===== src/fmc_pkg.sv =====
package fmc_pkg;
   // Array geometry
   localparam int ADDR_W = 20;
   localparam int DATA_W = 16;
   localparam int LARGE_SECTORS = 31;
   localparam int SMALL_SECTORS = 8;
   localparam int SECTOR_COUNT = 39;
   localparam int LARGE_SHIFT = 15;
   localparam int SMALL_SHIFT = 12;
   localparam logic [5:0] SECT_W6 = 6'h27;
   // Timing in ns and derived cycle counts at 200 MHz
   localparam int CLK_NS = 5;
   localparam int T_WE_LOW_NS = 50;
   localparam int T_WE_HIGH_NS = 30;
   localparam int T_READ_NS = 70;
   localparam int T_RST_LOW_NS = 500;
   localparam int T_RST_REC_NS = 50;
   localparam int WE_LOW_CYC = (T_WE_LOW_NS + CLK_NS - 1) / CLK_NS;
   localparam int WE_HIGH_CYC = (T_WE_HIGH_NS + CLK_NS - 1) / CLK_NS;
   localparam int READ_CYC = (T_READ_NS + CLK_NS - 1) / CLK_NS + 1;
   localparam int RST_LOW_CYC = (T_RST_LOW_NS + CLK_NS - 1) / CLK_NS;
   localparam int RST_REC_CYC = (T_RST_REC_NS + CLK_NS - 1) / CLK_NS;
   localparam int CNT_W = 8;
   // Unlock addresses and command codes
   localparam logic [ADDR_W-1:0] UNLOCK_A1 = 20'h0_0555;
   localparam logic [ADDR_W-1:0] UNLOCK_A2 = 20'h0_0AAA;
   localparam logic [DATA_W-1:0] UNLOCK_D1 = 16'h00AA;
   localparam logic [DATA_W-1:0] UNLOCK_D2 = 16'h0055;
   localparam logic [DATA_W-1:0] CMD_PROGRAM = 16'h00A0;
   localparam logic [DATA_W-1:0] CMD_ERASE = 16'h0080;
   localparam logic [DATA_W-1:0] CMD_SECTOR = 16'h0030;
   localparam logic [DATA_W-1:0] CMD_CHIP = 16'h0010;
   localparam logic [DATA_W-1:0] CMD_SUSPEND = 16'h00B0;
   localparam logic [DATA_W-1:0] CMD_RESUME = 16'h0030;
   localparam logic [DATA_W-1:0] CMD_SPM = 16'h0070;
   localparam logic [DATA_W-1:0] CMD_LOCK = 16'h0060;
   // Host commands
   typedef enum logic [3:0] {
      FMC_OP_READ,
      FMC_OP_PROGRAM,
      FMC_OP_SECTOR_ERASE,
      FMC_OP_CHIP_ERASE,
      FMC_OP_SUSPEND,
      FMC_OP_RESUME,
      FMC_OP_SPM_ENTER,
      FMC_OP_SPM_EXIT,
      FMC_OP_LOCK_SECTOR
   } fmc_op_t;
   typedef enum logic [3:0] {
      FMC_IDLE,
      FMC_WR_SETUP,
      FMC_WR_LOW,
      FMC_WR_HIGH,
      FMC_RD_LOW,
      FMC_RST_LOW,
      FMC_RST_REC,
      FMC_DONE
   } fmc_state_t;
endpackage


===== src/fmc_ctrl.sv =====
`timescale 1ns/1ps
module fmc_ctrl
   import fmc_pkg::*;
#(
   parameter bit BOOT_TOP = 1'b1
)
(
   input wire logic mclk,
   input wire logic resetn,
   input wire logic req_valid,
   input wire fmc_pkg::fmc_op_t req_op,
   input wire logic [fmc_pkg::ADDR_W-1:0] req_addr,
   input wire logic [fmc_pkg::DATA_W-1:0] req_data,
   output logic req_ready,
   output logic rsp_valid,
   output logic [fmc_pkg::DATA_W-1:0] rsp_data,
   output logic [5:0] rsp_sector,
   output logic spm_active,
   output logic flash_busy,
   output logic [fmc_pkg::ADDR_W-1:0] word_address_lines,
   output logic [fmc_pkg::DATA_W-1:0] data_lines_out,
   output logic data_lines_oe_n,
   input wire logic [fmc_pkg::DATA_W-1:0] data_lines_in,
   output logic chip_sel_n,
   output logic out_en_n,
   output logic wr_strobe_n,
   output logic flash_reset_n,
   input wire logic ready_busy_n
);
   import fmc_pkg::*;

   logic rst_s1, rst_n;
   always_ff @(posedge mclk or negedge resetn)
   begin
      if (!resetn)
      begin
         rst_s1 <= 1'b0;
         rst_n <= 1'b0;
      end
      else
      begin
         rst_s1 <= 1'b1;
         rst_n <= rst_s1;
      end
   end

   // Two-flop sync of pins from the device
   // sixteen-bit data path
   logic [DATA_W-1:0] din_s1, din_s2;
   logic rdy_s1, rdy_s2;
   always_ff @(posedge mclk or negedge rst_n)
   begin
      if (!rst_n)
      begin
         din_s1 <= '0;
         din_s2 <= '0;
         rdy_s1 <= 1'b1;
         rdy_s2 <= 1'b1;
      end
      else
      begin
         din_s1 <= data_lines_in;
         din_s2 <= din_s1;
         rdy_s1 <= ready_busy_n;
         rdy_s2 <= rdy_s1;
      end
   end

   // Sector index from word address; small sectors at chosen end
   function automatic logic [5:0] sector_of(input logic [ADDR_W-1:0] a);
      logic [5:0] s;
      s = '0;
      if (BOOT_TOP)
      begin
         if (a[ADDR_W-1:LARGE_SHIFT] == 5'(LARGE_SECTORS))
            s = 6'(LARGE_SECTORS) + 6'(a[LARGE_SHIFT-1:SMALL_SHIFT]);
         else
            s = 6'(a[ADDR_W-1:LARGE_SHIFT]);
      end
      else
      begin
         if (a[ADDR_W-1:LARGE_SHIFT] == 5'h0_0)
            s = 6'(a[LARGE_SHIFT-1:SMALL_SHIFT]);
         else
            s = 6'(SMALL_SECTORS) + 6'(a[ADDR_W-1:LARGE_SHIFT]) - 6'h0_01;
      end
      return s;
   endfunction

   // Write sequence table: up to six bus cycles
   logic [ADDR_W-1:0] seq_a [0:5];
   logic [DATA_W-1:0] seq_d [0:5];
   logic [2:0] seq_len, next_seq_len, seq_idx, next_seq_idx;
   logic [ADDR_W-1:0] next_seq_a [0:5];
   logic [DATA_W-1:0] next_seq_d [0:5];
   fmc_state_t state, next_state;
   logic [CNT_W-1:0] cnt, next_cnt;
   logic spm, next_spm;
   logic req_ready_q, next_req_ready;
   logic rsp_valid_q, next_rsp_valid;
   logic [DATA_W-1:0] rsp_data_q, next_rsp_data;
   logic [5:0] rsp_sec_q, next_rsp_sec;
   logic [ADDR_W-1:0] addr_q, next_addr;
   logic [DATA_W-1:0] dout_q, next_dout;
   logic oe_dat_n, next_oe_dat_n, ce_n, next_ce_n, oe_n, next_oe_n;
   logic we_n, next_we_n, frst_n, next_frst_n;

   always_comb
   begin
      next_state = state;
      next_cnt = cnt;
      next_spm = spm;
      next_seq_len = seq_len;
      next_seq_idx = seq_idx;
      next_seq_a = seq_a;
      next_seq_d = seq_d;
      next_req_ready = 1'b0;
      next_rsp_valid = 1'b0;
      next_rsp_data = rsp_data_q;
      next_rsp_sec = rsp_sec_q;
      next_addr = addr_q;
      next_dout = dout_q;
      next_oe_dat_n = oe_dat_n;
      next_ce_n = ce_n;
      next_oe_n = oe_n;
      next_we_n = we_n;
      next_frst_n = frst_n;
      case (state)
         FMC_IDLE:
         begin
            next_req_ready = 1'b1;
            if (req_valid && req_ready_q)
            begin
               next_req_ready = 1'b0;
               next_seq_idx = '0;
               next_rsp_sec = sector_of(req_addr);
               next_cnt = '0;
               // program outside single pulse mode, erase, lock and SPM entry are written unlock sequences; SPM exit is a reset pulse
               next_seq_a[0] = UNLOCK_A1;
               next_seq_d[0] = UNLOCK_D1;
               next_seq_a[1] = UNLOCK_A2;
               next_seq_d[1] = UNLOCK_D2;
               next_seq_a[2] = UNLOCK_A1;
               next_seq_a[3] = UNLOCK_A1;
               next_seq_d[3] = UNLOCK_D1;
               next_seq_a[4] = UNLOCK_A2;
               next_seq_d[4] = UNLOCK_D2;
               next_seq_a[5] = req_addr;
               next_seq_d[5] = req_data;
               next_seq_len = 3'h4;
               case (req_op)
                  FMC_OP_READ:
                  begin
                     next_addr = req_addr;
                     next_state = FMC_RD_LOW;
                  end
                  FMC_OP_PROGRAM:
                  begin
                     // single strobe when in single pulse mode
                     if (spm)
                     begin
                        next_seq_a[0] = req_addr;
                        next_seq_d[0] = req_data;
                        next_seq_len = 3'h1;
                     end
                     else
                     begin
                        next_seq_d[2] = CMD_PROGRAM;
                        next_seq_a[3] = req_addr;
                        next_seq_d[3] = req_data;
                     end
                     next_state = FMC_WR_SETUP;
                  end
                  FMC_OP_SECTOR_ERASE, FMC_OP_CHIP_ERASE, FMC_OP_LOCK_SECTOR:
                  begin
                     // in single pulse mode this word is programmed
                     next_seq_d[2] = (req_op == FMC_OP_LOCK_SECTOR) ? CMD_LOCK : CMD_ERASE;
                     next_seq_d[5] = (req_op == FMC_OP_SECTOR_ERASE) ? CMD_SECTOR
                                   : (req_op == FMC_OP_CHIP_ERASE) ? CMD_CHIP : req_data;
                     if (req_op == FMC_OP_CHIP_ERASE)
                        next_seq_a[5] = UNLOCK_A1;
                     next_seq_len = 3'h6;
                     next_state = FMC_WR_SETUP;
                  end
                  FMC_OP_SUSPEND, FMC_OP_RESUME:
                  begin
                     // suspend and resume are each a single command write to the request address
                     next_seq_a[0] = req_addr;
                     next_seq_d[0] = (req_op == FMC_OP_SUSPEND) ? CMD_SUSPEND : CMD_RESUME;
                     next_seq_len = 3'h1;
                     next_state = FMC_WR_SETUP;
                  end
                  FMC_OP_SPM_ENTER:
                  begin
                     next_seq_d[2] = CMD_ERASE;
                     next_seq_a[5] = UNLOCK_A1;
                     next_seq_d[5] = CMD_SPM;
                     next_seq_len = 3'h6;
                     next_state = FMC_WR_SETUP;
                  end
                  default:
                  begin
                     next_frst_n = 1'b0;
                     next_state = FMC_RST_LOW;
                  end
               endcase
            end
         end
         FMC_WR_SETUP:
         begin
            // no sequence starts while device reports busy; later writes do not check
            if (rdy_s2)
            begin
               // address before strobes fall, oe high
               next_addr = seq_a[seq_idx];
               next_dout = seq_d[seq_idx];
               next_oe_dat_n = 1'b0;
               next_oe_n = 1'b1;
               next_cnt = '0;
               next_state = FMC_WR_LOW;
            end
         end
         FMC_WR_LOW:
         begin
            next_cnt = cnt + 1'b1;
            // Strobes fall a cycle after address, so it is set up
            next_ce_n = 1'b0;
            next_we_n = 1'b0;
            if (cnt == CNT_W'(WE_LOW_CYC))
            begin
               // data latched on this rising edge
               next_we_n = 1'b1;
               next_cnt = '0;
               next_state = FMC_WR_HIGH;
            end
         end
         FMC_WR_HIGH:
         begin
            next_cnt = cnt + 1'b1;
            next_ce_n = 1'b1;
            if (cnt == CNT_W'(WE_HIGH_CYC - 1))
            begin
               next_seq_idx = seq_idx + 1'b1;
               next_state = (seq_idx + 1'b1 == seq_len) ? FMC_DONE : FMC_WR_LOW;
               next_oe_dat_n = (seq_idx + 1'b1 == seq_len);
               next_cnt = '0;
               // Table has six slots; never index past the last one
               if (seq_idx + 1'b1 != seq_len)
               begin
                  next_addr = seq_a[3'(seq_idx + 1'b1)];
                  next_dout = seq_d[3'(seq_idx + 1'b1)];
               end
               // Lock data may equal the entry code; check the third word too
               if (seq_len == 3'h6 && seq_d[2] == CMD_ERASE && seq_d[5] == CMD_SPM
                   && seq_idx == 3'h5)
                  next_spm = 1'b1;
            end
         end
         FMC_RD_LOW:
         begin
            // bus released, device drives on read
            next_oe_dat_n = 1'b1;
            next_ce_n = 1'b0;
            next_oe_n = 1'b0;
            next_cnt = cnt + 1'b1;
            if (cnt == CNT_W'(READ_CYC + 2))
            begin
               // polled and toggle bits return in data
               next_rsp_data = din_s2;
               next_ce_n = 1'b1;
               next_oe_n = 1'b1;
               next_state = FMC_DONE;
            end
         end
         FMC_RST_LOW:
         begin
            next_cnt = cnt + 1'b1;
            if (cnt == CNT_W'(RST_LOW_CYC))
            begin
               next_frst_n = 1'b1;
               next_spm = 1'b0;
               next_cnt = '0;
               next_state = FMC_RST_REC;
            end
         end
         FMC_RST_REC:
         begin
            next_cnt = cnt + 1'b1;
            if (cnt == CNT_W'(RST_REC_CYC - 1))
               next_state = FMC_DONE;
         end
         FMC_DONE:
         begin
            next_rsp_valid = 1'b1;
            next_state = FMC_IDLE;
         end
         default:
            next_state = FMC_IDLE;
      endcase
   end

   always_ff @(posedge mclk or negedge rst_n)
   begin
      if (!rst_n)
      begin
         state <= FMC_IDLE;
         cnt <= '0;
         spm <= 1'b0;
         seq_len <= '0;
         seq_idx <= '0;
         for (int i = 0; i < 6; i++)
         begin
            seq_a[i] <= '0;
            seq_d[i] <= '0;
         end
         req_ready_q <= 1'b0;
         rsp_valid_q <= 1'b0;
         rsp_data_q <= '0;
         rsp_sec_q <= '0;
         addr_q <= '0;
         dout_q <= '0;
         oe_dat_n <= 1'b1;
         ce_n <= 1'b1;
         oe_n <= 1'b1;
         we_n <= 1'b1;
         frst_n <= 1'b1;
      end
      else
      begin
         state <= next_state;
         cnt <= next_cnt;
         spm <= next_spm;
         seq_len <= next_seq_len;
         seq_idx <= next_seq_idx;
         seq_a <= next_seq_a;
         seq_d <= next_seq_d;
         req_ready_q <= next_req_ready;
         rsp_valid_q <= next_rsp_valid;
         rsp_data_q <= next_rsp_data;
         rsp_sec_q <= next_rsp_sec;
         addr_q <= next_addr;
         dout_q <= next_dout;
         oe_dat_n <= next_oe_dat_n;
         ce_n <= next_ce_n;
         oe_n <= next_oe_n;
         we_n <= next_we_n;
         frst_n <= next_frst_n;
      end
   end

   logic busy_q;
   always_ff @(posedge mclk or negedge rst_n)
   begin
      if (!rst_n)
         busy_q <= 1'b0;
      else
         busy_q <= ~rdy_s2;
   end

   assign req_ready = req_ready_q;
   assign rsp_valid = rsp_valid_q;
   assign rsp_data = rsp_data_q;
   assign rsp_sector = rsp_sec_q;
   assign spm_active = spm;
   assign flash_busy = busy_q;
   assign word_address_lines = addr_q;
   assign data_lines_out = dout_q;
   assign data_lines_oe_n = oe_dat_n;
   assign chip_sel_n = ce_n;
   assign out_en_n = oe_n;
   assign wr_strobe_n = we_n;
   assign flash_reset_n = frst_n;
endmodule


===== config.mk =====
export PLATFORM = sky130hd
export DESIGN_NAME = fmc_ctrl
export DESIGN_NICKNAME = d
export VERILOG_FILES = /design/src/fmc_pkg.sv /design/src/fmc_ctrl.sv
export SDC_FILE = /design/constraint.sdc
export NUM_CORES = 1
export LEC_CHECK = 0
export BUFFER_PORTS_ARGS = -buffer_cell sky130_fd_sc_hd__buf_4
export CELL_PAD_IN_SITES_DETAIL_PLACEMENT = 1
export CELL_PAD_IN_SITES_GLOBAL_PLACEMENT = 1
export CORE_AREA = 2 2 170 172
export CTS_CLUSTER_SIZE = 28
export DETAILED_ROUTE_END_ITERATION = 8
export DIE_AREA = 0 0 172 174
export GPL_TIMING_DRIVEN = 0
export PLACE_DENSITY_LB_ADDON = 0.1
export SETUP_SLACK_MARGIN = 0.5
export SYNTH_ARGS = -nofsm -noshare
export SYNTH_HDL_FRONTEND = slang
export SYNTH_SLANG_ARGS = --single-unit

===== constraint.sdc =====
create_clock -name mclk -period 7.9 [get_ports mclk]
set_clock_uncertainty 0.05 [all_clocks]
set_input_delay 0.395 -clock mclk [delete_from_list [all_inputs] [get_ports mclk]]
set_output_delay 0.395 -clock mclk [all_outputs]
set_load 0.01 [all_outputs]

# ---- Word-level counts from Yosys, hierarchy flattened
# Cells that the tools add are included.
dict set report op_classes {
  addsub 3
  n_lt_le_gt_ge 2
  n_eq_ne 38
  n_mux 79
  n_bitwise 3
  reduce_logical 34
}
# op n
set op_table {}
lappend op_table {{20-bit two-way mux} 13}
lappend op_table {{16-bit two-way mux} 11}
lappend op_table {{20-bit binary-select mux with 3-bit select} 2}
lappend op_table {{16-bit binary-select mux with 3-bit select} 2}
lappend op_table {{16-bit one-hot mux with 2 select lines} 3}
lappend op_table {{20-bit one-hot mux with 2 select lines} 2}
lappend op_table {{20-bit one-hot mux with 3 select lines} 1}
lappend op_table {{8-bit two-way mux} 7}
lappend op_table {{16-bit one-hot mux with 3 select lines} 1}
lappend op_table {{8-bit one-hot mux with 6 select lines} 1}
lappend op_table {{32-bit two-way mux} 1}
lappend op_table {{4-bit by 3-bit == test with 1-bit output, second input constant} 7}
lappend op_table {{4-bit two-way mux} 7}
lappend op_table {{4-bit one-hot mux with 7 select lines} 1}
lappend op_table {{2-bit inequality test, second input constant} 11}
lappend op_table {{16-bit by 7-bit == test with 1-bit output, second input constant} 1}
lappend op_table {{16-bit by 8-bit == test with 1-bit output, second input constant} 1}
lappend op_table {{4-bit by 2-bit == test with 1-bit output, second input constant} 4}
lappend op_table {{8-bit by 4-bit == test with 1-bit output, second input constant} 2}
lappend op_table {{4-bit AND reduction} 4}
lappend op_table {{1-bit two-way mux} 14}
lappend op_table {{3-bit two-way mux} 4}
lappend op_table {{3-bit one-hot mux with 2 select lines} 2}
lappend op_table {{3-bit nonzero test} 4}
lappend op_table {{other kinds (33)} 53}
dict set report word_totals {
  ff_bits 247
  output_inout_bits 67
  elab_cells 191
}

# ---- Longest topological paths before layout
# Gate-level depths: netlist (run 1).
dict set report depth {
  ltp_word 8
  mapped_depth 10
}

# ---- Worst setup path before layout (run 1)
# No wires, ideal clock.
dict set report synth_timing {
  kind {register -> register}
  startpoint {reg seq_idx[1]}
  endpoint {reg dout_q[10], in the netlist data_lines_out[10]}
  t_arrival_ps 2228
  required_time_ps 7773
  slack_ps 5544
  path_stages_with_launch 10
  period_less_slack_ps 2356
  path_cell_list {dfrtp_1 -> clkbuf_1 -> inv_1 -> ha_1 -> clkbuf_1 -> and2_1 -> clkbuf_1 -> buf_1 -> a221oi_1 -> a21oi_1}
}
dict set report synth_via {
  elab_chain_cells 8
}
# element line
set synth_lines {}
lappend synth_lines {{start, declared} fmc_ctrl.sv:93} ;# logic [2:0] seq_len, next_seq_len, seq_idx, next_seq_idx;
lappend synth_lines {{start signal, assigned} fmc_ctrl.sv:334} ;# seq_idx <= next_seq_idx;
lappend synth_lines {{3-bit by 1-bit adder with 3-bit output} {fmc_ctrl.sv:248, fmc_ctrl.sv:251}}
lappend synth_lines {{3-bit inverter with 4-bit output (not written as such)} fmc_ctrl.sv:251} ;# next_dout = seq_d[3'(seq_idx + 1'b1)];
lappend synth_lines {{16-bit binary-select mux with 3-bit select} fmc_ctrl.sv:251}
lappend synth_lines {{16-bit two-way mux (not written as such) (2 in series)} fmc_ctrl.sv:251}
lappend synth_lines {{16-bit two-way mux} fmc_ctrl.sv:248} ;# if (seq_idx + 1'b1 != seq_len)
lappend synth_lines {{16-bit two-way mux} fmc_ctrl.sv:241} ;# if (cnt == CNT_W'(WE_HIGH_CYC - 1))
lappend synth_lines {{16-bit one-hot mux with 2 select lines} fmc_ctrl.sv:128} ;# case (state)
lappend synth_lines {{end signal, assigned} fmc_ctrl.sv:342} ;# dout_q <= next_dout;
lappend synth_lines {{end, declared} fmc_ctrl.sv:104} ;# logic [DATA_W-1:0] dout_q, next_dout;
# Several ways; a longest one is shown, not always the timed one. The select of a mux whose other input is x is not followed.
# A chain may end at the register's enable or synchronous reset.

# ---- Final worst setup path (run 1)
dict set report layout_timing {
  startpoint {reg seq_idx[1]}
  endpoint {reg dout_q[15], in the netlist data_lines_out[15]}
}
# Same word-level chain as after synthesis.

==> results of run 1 <==
[stage by stage]
step	hold slack, ns	TNS [ns]
floorplan	0.04941	0
global placement	0.1276	-466.05
detailed placement	0.1300	0
CTS	0.01867	0
global route	0.04212	0
finish	0.04403	0
[flip-flops by register name, summed over array words and instances, names as in the netlist, 3 cells and up]
name	count
seq_a	60
seq_idx	3
state	3
din_s1	16
din_s2	16
seq_len	3
seq_d	52
word_address_lines	20
rsp_data	16
cnt	8
rsp_sector	6
data_lines_out	16
[cells in the final DEF, fill, tap and decap left out, types with 27 or more instances in the layout]
cell type  count
a22o_1        61
clkbuf_16     27
nand3_1       51
buf_4        125
dfrtp_1      224
clkbuf_1      69
a22oi_1       32
nor2_1        60
a21oi_1       62
inv_1         31
nand2_1      147
o21ai_0       93
[repair_timing]
action	CTS	global route
gates resized for setup	0	0
hold buffers	18	0
endpoints found under the hold margin	19	0
[worst max path at each step]
stage,cells past startpoint,slack (ns),start,end
2_1_floorplan,0,0.92,rst_n$_DFF_PN0_,cnt[0]$_DFFE_PN0P_
3_3_place_gp,0,-2.11,rst_n$_DFF_PN0_,seq_a[113]$_DFFE_PN0P_
3_5_place_dp,9,4.40,seq_idx[1]$_DFFE_PN0P_,data_lines_out[15]$_DFFE_PN0P_
4_1_cts,9,4.37,seq_idx[1]$_DFFE_PN0P_,data_lines_out[15]$_DFFE_PN0P_
5_1_grt,9,4.18,seq_idx[1]$_DFFE_PN0P_,data_lines_out[14]$_DFFE_PN0P_
6_report,9,4.35,seq_idx[1]$_DFFE_PN0P_,data_lines_out[15]$_DFFE_PN0P_
[layout make-up]
type | instances | area, um2 | share of cell area (%)
Inverter | 32 | 120.1 | 0.8798
Sequential cell | 232 | 5818 | 42.61
Tap cell | 384 | 480.5 | 3.519
Clock inverter | 8 | 146.4 | 1.072
Buffer | 88 | 356.6 | 2.612
Multi-Input combinational cell | 763 | 4735 | 34.68
Clock buffer | 39 | 810.8 | 5.938
Timing Repair Buffer | 144 | 1186 | 8.688
[report_power, final]
group / total (W) / internal (W) / leakage, nW / switching, W
clock network: 0.00134 / 0.000837 / 0.470 / 0.000505
registers: 0.00180 / 0.00153 / 2.91 / 0.000273
logic: 0.00205 / 0.000768 / 2.73 / 0.00128
[critical path, cell delays in order (launching register included)]
cell and delay [ns]:
dfrtp_1 0.36, clkbuf_1 0.39, inv_1 0.28, ha_1 0.42
clkbuf_1 0.42, and2_1 0.20, clkbuf_1 0.46, buf_1 0.50
a221oi_1 0.22, a21oi_1 0.18
[cell families after synthesis]
kind of cell / Yosys count / synth area share, %
AO/OA/AOI/OAI: 371 / 22.90
AND/OR/NAND/NOR: 333 / 13.95
flip-flops: 232 / 52.73
buffers and inverters: 120 / 4.324
multiplexers: 42 / 4.312
adder cells (fa/ha/maj): 8 / 0.9079
XOR/XNOR: 8 / 0.8398
other: 1 / 0.03401
[layer usage]
| metal | vias up | part of all wire (%) | track usage [%] |
|---|---|---|---|
| li1 | 4410 | - | - |
| met1 | 4981 | 44 | 35.45 |
| met2 | 330 | 46 | 40.96 |
| met3 | 86 | 6.3 | 4.941 |
| met4 | 0 | 3.7 | 8.964 |
| met5 | - | 0 | 0 |
==> results.py, run 1 <==
metrics = {
    "pwr": {
        "p_leak_nw": 6.106,
        "fin_total_pwr_w": 0.005191,
        "powerDensity_mw_per_mm2": 380.2,
        "vdd_drop_max_v": 0.0001801,
    },
    "drt": {
        "viasPerCell": 5.803,
        "num_vias": 9807,
        "first_pass_iters": 5,
        "drc": 0,
        "ant_nets": 0,
        "wl_per_cell_um": 22.60,
        "drtIter0Drc": 685,
        "drt-total-wl_um": 38200,
    },
    "critical_path": {
        "end_kind": "flop",
        "r2r-end": "data_lines_out[15]$_DFFE_PN0P_",
        "path_max_fanout": 10,
        "required_ns": 8.31,
        "ff2ff_setup_slack_ns": 4.35,
        "r2r_cells": 9,
        "reg2reg_from": "seq_idx[1]$_DFFE_PN0P_",
        "worstSetupPathType": "reg2reg",
        "cp.arrival_ns": 3.96,
        "worst_setup_path_start_kind": "flop",
    },
    "synth": {
        "synth-async-reset-ratio_pct": 100.0,
        "synth.area.top_cells": "dfrtp_1 (51%), nand2_1 (5.0%), a22o_1 (4.8%)",
        "synth_top_area_cell": "dfrtp_1",
        "ys_seq_elements": 232,
        "synth.cell_area_mm2": 0.01103,
        "yosysTopAreaCellShare_pct": 51.07,
        "syn_inst": 1115,
        "yosys-top-cells-count": "dfrtp_1 (225), nand2_1 (147), o21ai_0 (93)",
        "ys_seq_area_share_pct": 52.73,
        "synth_edf_count": 0,
        "synth_ff_type": "dfrtp_1",
        "yosysMostFrequentCell": "dfrtp_1",
        "yosysWarnings": 0,
        "syn_area_per_cell_um2": 9.888,
        "synth.distinct_cells": 64,
        "synthesis.nets": 1183,
    },
    "cells_and_area": {
        "fin_util_pct": 48.35,
        "fillers": 3222,
        "area_growth_pct": 23.83,
        "nets": 1356,
        "layout.cells.non_filler": 1690,
        "final_area_mm2": 0.01365,
        "drive_above_1_share_pct": 17.61,
        "n_antenna_cell": 0,
    },
    "die": {
        "floorplan.initialDensity_pct": 39.05,
        "die_x_um": 172,
        "die_area_mm2": 0.02993,
        "boundaryPins": 127,
        "core-area_mm2": 0.02824,
        "rows": 62,
        "chipHeight_um": 174,
    },
    "sta": {
        "fmax_mhz": 281.8,
        "worst_pin_slew_ns": 1.078,
        "finalCriticalPeriod_ns": 3.548,
        "setup_viol": 0,
        "min_period_over_period_pct": 44.92,
        "slew_violations": 0,
        "max-slew-margin-rel_pct": 27.68,
        "hold_viol_final": 0,
        "final.setup.worst_slack_ns": 4.352,
        "rsz0062_at_grt": "false",
    },
    "clock_network": {
        "cts_setup_buffers": 0,
        "cts_tree": "yes",
        "root_buffer": "clkbuf_16",
        "cts.sinks": 232,
        "path_clk_slew_ns": 0.06,
        "numCtsBuffers": 27,
        "ctsHtreeMaxLevel": 1,
        "clockBufferDepth": 3,
        "worst_skew_pair.late_latency_ns": 0.54,
    },
    "hold_path": {
        "min_to": "seq_d[35]$_DFFE_PN0P_",
        "worstHoldPathCells": 2,
        "min-delay-start": "req_data[3]",
        "min_path_type": "in2reg",
    },
    "placement": {
        "port_buffers": 123,
        "dp_cells": 1625,
        "dp_slack_ns": 4.401,
        "routabilityCongestion": 0.9047,
        "placed_area_mm2": 0.01252,
        "hpwl_um": 27340,
    },
    "run": {
        "max-cap-violations": 0,
    },
    "grt": {
        "grt_pass1_wl_um": 59630,
        "gr-total-overflow": 0,
        "grt_usage_pct": 25.84,
        "grt_pass1_vias": 10240,
        "grt_antenna_before_repair": 0,
        "grt_max_degree": 63,
    },
    "outcome": {
        "status": "completed",
    },
}
Note: power is estimated with default switching activity, not from simulation.
==> run 2: changes to the inputs <==
==> constraint.sdc (replaced) <==
create_clock -name mclk -period 3.2 [get_ports mclk]
set_clock_uncertainty 0.05 [all_clocks]
set_input_delay 0.16 -clock mclk [delete_from_list [all_inputs] [get_ports mclk]]
set_output_delay 0.16 -clock mclk [all_outputs]
set_load 0.01 [all_outputs]
==> run 2 against run 1 <==
  * Die area unchanged
  * Sequential power increased by 150%
  * Critical path depth decreased by 3
  * Critical endpoint is now spm_active$_DFFE_PN0P_
  * Register-to-register slack got worse by 3.8 ns
  * Total power increased to 2.5 times the previous value
  * Core utilization increased by 2.0 points
  * Combinational power increased to 2.6 times the previous value
  * Cell count increased by 2.8%
  * Worst hold slack got worse by 0.011 ns
==> results.py, run 2 (synthesized netlist as in run 1, its figures left out) <==
metrics = {
    "outcome": {
        "status": "completed",
    },
    "sta": {
        "slew_violations": 0,
        "fmax_mhz": 377.3,
        "finalCriticalPeriod_ns": 2.651,
        "timing.hold.ws_ns": 0.03297,
        "tns_ns": 0,
        "rsz0062_at_grt": "true",
        "hold_viol_final": 0,
        "setup_viol": 0,
        "max-slew-margin-rel_pct": 34.25,
        "min_period_over_period_pct": 82.83,
        "worst_pin_slew_ns": 0.9772,
    },
    "die": {
        "rows": 62,
        "die_area_mm2": 0.02993,
        "boundaryPins": 127,
        "chipHeight_um": 174,
        "core-area_mm2": 0.02824,
        "floorplan.initialDensity_pct": 39.05,
        "die_x_um": 172,
    },
    "critical_path": {
        "worstSetupPathType": "reg2reg",
        "reg2reg_from": "seq_idx[2]$_DFFE_PN0P_",
        "path_max_fanout": 10,
        "cp.arrival_ns": 3.09,
        "required_ns": 3.64,
        "end_kind": "flop",
        "worst_setup_path_start_kind": "flop",
        "startpoint": "seq_idx[2]$_DFFE_PN0P_",
    },
    "clock_network": {
        "ctsHtreeMaxLevel": 1,
        "cts_tree": "yes",
        "worst_skew_pair.late_latency_ns": 0.55,
        "numCtsBuffers": 28,
        "path_clk_slew_ns": 0.06,
        "clockBufferDepth": 3,
        "cts.sinks": 232,
        "root_buffer": "clkbuf_16",
    },
    "cells_and_area": {
        "fillers": 3168,
        "final_common_cell": "dfrtp_1",
        "area_growth_pct": 28.96,
        "nets": 1400,
        "fin_util_pct": 50.35,
        "n_antenna_cell": 0,
        "layout.cells.non_filler": 1738,
        "mostFrequentLayoutCells": "dfrtp_1 (224), nand2_1 (147), buf_4 (131), o21ai_0 (93), a21oi_1 (62)",
        "regMostFlops": "seq_a",
        "largest_reg_flops": 60,
        "drive_above_1_share_pct": 20.53,
    },
    "hold_path": {
        "min_path_type": "in2reg",
        "min-delay-start": "req_op[3]",
    },
    "grt": {
        "grt_usage_pct": 26.76,
        "grt_pass1_vias": 10750,
        "grt_antenna_before_repair": 0,
        "grt_pass1_wl_um": 61930,
        "grt_max_degree": 64,
        "gr-total-overflow": 0,
    },
    "placement": {
        "hpwl_um": 27180,
        "routabilityCongestion": 0.9072,
        "dp_cells": 1625,
        "port_buffers": 123,
    },
    "pwr": {
        "p_leak_nw": 6.394,
        "vdd_drop_max_v": 0.0006073,
        "powerDensity_mw_per_mm2": 913.3,
        "fin_total_pwr_w": 0.01299,
    },
    "drt": {
        "wl_per_cell_um": 22.65,
        "drt-total-wl_um": 39360,
        "ant_nets": 0,
        "first_pass_iters": 5,
        "drc": 0,
        "num_vias": 10010,
        "viasPerCell": 5.757,
        "drtIter0Drc": 641,
    },
    "run": {
        "max-cap-violations": 0,
    },
}
## run 2: cell types whose count changed in the layout (fill, tap and decap cells not counted), sizes merged
cell | previous run | this run
buf | 148 | 151
bufinv | 4 | 2
clkbuf | 105 | 109
clkinv | 3 | 8
clkinvlp | 1 | 0
dlygate4sd3 | 18 | 57
## run 2: routing by layer
layer | global-route usage (%) | part of all wire, % | up-vias
met4 | 8.543 | 3.4 | 0
met3 | 4.258 | 5.2 | 80
met1 | 36.09 | 44 | 5112
met2 | 44.11 | 48 | 314
met5 | 0 | 0 | -
li1 | - | - | 4500
## run 2: per-stage QoR
stage / worst slack (ns) / cell area (um2)
after floorplan: 0.8105 / 11030
after global placement: -0.2297 / 12430
after detailed placement: -0.3932 / 12520
after CTS: 0.4824 / 14120
after global routing: 0.4764 / 14220
final: 0.5495 / 14220
## run 2: critical path, cell delays in order (launching register included)
cell and delay (ns):
dfrtp_1 0.54, buf_2 0.34, inv_1 0.28, nor4_1 0.60, nand4_1 0.23, nor4_1 0.41, a21o_1 0.12
## run 2: layout make-up
| class | count | area (um2) | area share, % |
|---|---|---|---|
| buffer | 88 | 402.9 | 2.834 |
| clock buffer | 42 | 854.6 | 6.010 |
| clock inverter | 10 | 103.9 | 0.7304 |
| inverter | 32 | 120.1 | 0.8448 |
| multi-input combinational | 763 | 4832 | 33.98 |
| sequential | 232 | 5818 | 40.92 |
| tap | 384 | 480.5 | 3.379 |
| timing repair buffer | 187 | 1607 | 11.30 |
## run 2: path summary, 6_finish.rpt
kind,end,slack [ns],depth (start not counted)
worst max-delay path,spm_active$_DFFE_PN0P_,0.55,6
worst min-delay path,seq_d[84]$_DFFE_PN0P_,0.03,2
worst max register to register,spm_active$_DFFE_PN0P_,0.55,6
worst min register to register,din_s2[8]$_DFF_PN0_,0.29,0
max in group asynchronous,seq_a[113]$_DFFE_PN0P_,1.58,2
min in group asynchronous,rsp_data[8]$_DFFE_PN0P_,0.36,0
## run 2: what timing repair did
action / in CTS / in global routing
setup buffers: 0 / 4
endpoints found under the setup margin: 85 / 126
gates resized for setup: 30 / 35
pin swaps: 0 / 1
hold buffers: 57 / 0
hold endpoints to repair: 141 / 0
## run 2: power by group
part	internal (W)	switching, W
Sequential	0.00378	0.000682
Combinational	0.00201	0.00323
Clock	0.00200	0.00128
Total	0.00779	0.00520
==> run 3: changes to the inputs <==
==> constraint.sdc (replaced) <==
create_clock -name mclk -period 2.7 [get_ports mclk]
set_clock_uncertainty 0.05 [all_clocks]
set_input_delay 0.135 -clock mclk [delete_from_list [all_inputs] [get_ports mclk]]
set_output_delay 0.135 -clock mclk [all_outputs]
set_load 0.01 [all_outputs]
==> run 3 against run 2 <==
  * First-iteration DRC count grew 25%
  * Sequential share of layout area is 2.3 points lower
  * Non-clock buffer count grew 24
  * Core utilization grew 3.0 points
  * Critical path depth up 2
  * Global-route usage rose by 0.17 points
  * Wire length up 2.3%
  * Fmax grew 21%
  * Total power up 28%
  * Highest routed layer unchanged
  * Via count up 1.2%
  * Cell count grew 1.2%
==> results.py, run 3 (synthesized netlist as in run 1, its figures left out) <==
metrics = {
    "drt": {
        "drt-total-wl_um": 40280,
        "drc": 0,
        "wl_per_cell_um": 22.90,
        "num_vias": 10130,
        "ant_nets": 0,
        "viasPerCell": 5.756,
        "highest_layer": "met4",
        "drtIter0Drc": 804,
        "first_pass_iters": 5,
        "met1_length_um": 17630,
        "met3_length_um": 2039,
        "dr_wl_met2_um": 19540,
    },
    "critical_path": {
        "cpMaxStageDelayCell": "a2111oi_4",
        "r2r-end": "word_address_lines[3]$_DFFE_PN0P_",
        "crit_chain": "ha_2, buf_8, xor2_4, nor3_4, a22o_1, buf_6, a2111oi_4, o21ai_1",
        "reg2reg_from": "seq_idx[1]$_DFFE_PN0P_",
        "cp.buffers_inverters": 2,
        "cp.arrival_ns": 2.54,
        "crit_family": "compound AO/OA/AOI/OAI gates",
        "worstSetupPathType": "reg2reg",
        "ff2ff_setup_slack_ns": 0.52,
        "path_max_fanout": 5,
        "worst_setup_path_start_kind": "flop",
        "startpoint": "seq_idx[1]$_DFFE_PN0P_",
        "crit_end": "word_address_lines[3]$_DFFE_PN0P_",
        "max_stage_delay_ns": 0.42,
        "required_ns": 3.06,
        "end_kind": "flop",
        "r2r_cells": 8,
        "worstSetupPathDepth": 8,
    },
    "cells_and_area": {
        "fillers": 3134,
        "mostFrequentLayoutCells": "dfrtp_1 (223), buf_4 (156), nand2_1 (143), o21ai_0 (85), a22o_1 (61)",
        "final_common_cell": "dfrtp_1",
        "drive_above_1_share_pct": 27.64,
        "final_area_mm2": 0.01507,
        "multi_input_area_mm2": 0.005285,
        "register_area_mm2": 0.005819,
        "nets": 1423,
        "n_antenna_cell": 0,
        "regMostFlops": "seq_a",
        "area_growth_pct": 36.71,
        "largest_reg_flops": 60,
    },
    "sta": {
        "timing.hold.ws_ns": 0.02091,
        "setup_viol": 0,
        "max-slew-margin-rel_pct": 27.44,
        "min_period_over_period_pct": 80.81,
        "final.setup.worst_slack_ns": 0.5181,
        "finalCriticalPeriod_ns": 2.182,
        "worst_pin_slew_ns": 1.078,
        "hold_viol_final": 0,
        "fmax_mhz": 458.3,
        "rsz0062_at_grt": "true",
        "slew_violations": 0,
    },
    "pwr": {
        "p_leak_nw": 6.750,
        "power_frac_clock_pct": 23.0,
        "switchingPower_w": 0.006673,
        "switching_share_pct": 40.26,
        "vdd_drop_max_v": 0.0005618,
        "fin_total_pwr_w": 0.01657,
        "power_frac_seq_pct": 32.1,
        "intPower_w": 0.009901,
        "pwr-share-comb_pct": 44.9,
        "powerDensity_mw_per_mm2": 1100,
    },
    "grt": {
        "gr-total-overflow": 0,
        "grt_antenna_before_repair": 0,
        "grt_max_degree": 67,
        "grt_pass1_vias": 10800,
        "grt_usage_pct": 26.94,
        "grt_pass1_wl_um": 62330,
    },
    "clock_network": {
        "cts.sinks": 232,
        "path_clk_slew_ns": 0.06,
        "worst_skew_pair.late_latency_ns": 0.54,
        "clockBufferDepth": 3,
        "ctsHtreeMaxLevel": 1,
        "root_buffer": "clkbuf_16",
        "cts_tree": "yes",
        "numCtsBuffers": 27,
    },
    "die": {
        "boundaryPins": 127,
        "die_area_mm2": 0.02993,
        "rows": 62,
        "die_x_um": 172,
        "floorplan.initialDensity_pct": 39.05,
        "chipHeight_um": 174,
        "core-area_mm2": 0.02824,
    },
    "placement": {
        "placed_area_mm2": 0.01251,
        "hpwl_um": 27470,
        "routabilityCongestion": 0.8883,
        "port_buffers": 123,
        "dp_slack_ns": -0.4559,
    },
    "hold_path": {
        "min_path_type": "in2reg",
    },
    "run": {
        "max-cap-violations": 0,
    },
    "outcome": {
        "status": "completed",
    },
}
[run 3: cell count changes in the layout (fill, tap and decap cells not counted), sizes merged]
cell	previous run	this run
inv	32	29
clkinv	8	11
buf	151	187
clkinvlp	0	2
bufinv	2	4
clkbuf	109	90
[run 3: layer usage]
| metal | vias to the layer above | track usage [%] |
|---|---|---|
| met5 | - | 0 |
| met4 | 0 | 7.563 |
| met3 | 67 | 3.939 |
| met2 | 315 | 44.46 |
| met1 | 5190 | 36.95 |
| li1 | 4553 | - |
[run 3: power by group through the flow]
stage                     Sequential (W)  Combinational (W)  Clock [W]
after floorplan                  0.00529            0.00352          0
after global placement           0.00533            0.00573          0
after detailed placement         0.00534            0.00592          0
after CTS                        0.00529            0.00674    0.00389
after global routing             0.00546            0.00800    0.00403
final                            0.00532            0.00744    0.00381
[run 3: how the worst min path moves through the flow]
stage,start,to,cells past startpoint
final,req_op[0],seq_len[1]$_DFFE_PN0P_,4
after global routing,req_op[3],seq_d[84]$_DFFE_PN0P_,2
after CTS,req_op[0],seq_len[1]$_DFFE_PN0P_,4
after detailed placement,resetn,rst_s1$_DFF_PN0_,1
after global placement,resetn,rst_s1$_DFF_PN0_,1
after floorplan,resetn,rst_s1$_DFF_PN0_,0
[run 3: per-stage QoR]
| stage | cells | TNS, ns | utilization, % |
|---|---|---|---|
| 4_1_cts | 1741 | 0 | 51.82 |
| 2_1_floorplan | 1115 | 0 | - |
| 6_report | 1759 | 0 | 53.38 |
| 3_3_place_gp | 1622 | -145.79 | 44.04 |
| 3_5_place_dp | 1625 | -10.18 | 44.31 |
| 5_1_grt | 1759 | 0 | 53.38 |
[run 3: area by class of cell]
class | instances | share of cell area, %
clock inverter | 14 | 1.220
clock buffer | 35 | 4.881
timing repair buffer | 211 | 12.02
buffer | 88 | 4.117
multi-input combinational | 763 | 35.06
tap | 384 | 3.188
sequential | 232 | 38.61
inverter | 32 | 0.9048
[run 3: tightest hold or removal path: cells and delay by family]
kind                   cells  cell delay [ns]
buffers and inverters      1             0.12
and+or+nand+nor            2             0.15
AOI/OAI and AO/OA          1             0.16
[run 3: repair_timing]
action | CTS | global route
gates cloned | 1 | 2
hold buffers | 57 | 0
buffers inserted | 9 | 16
hold endpoints to repair | 143 | 0
pin swaps | 11 | 24
setup endpoints to repair | 186 | 158
resized for setup | 155 | 92
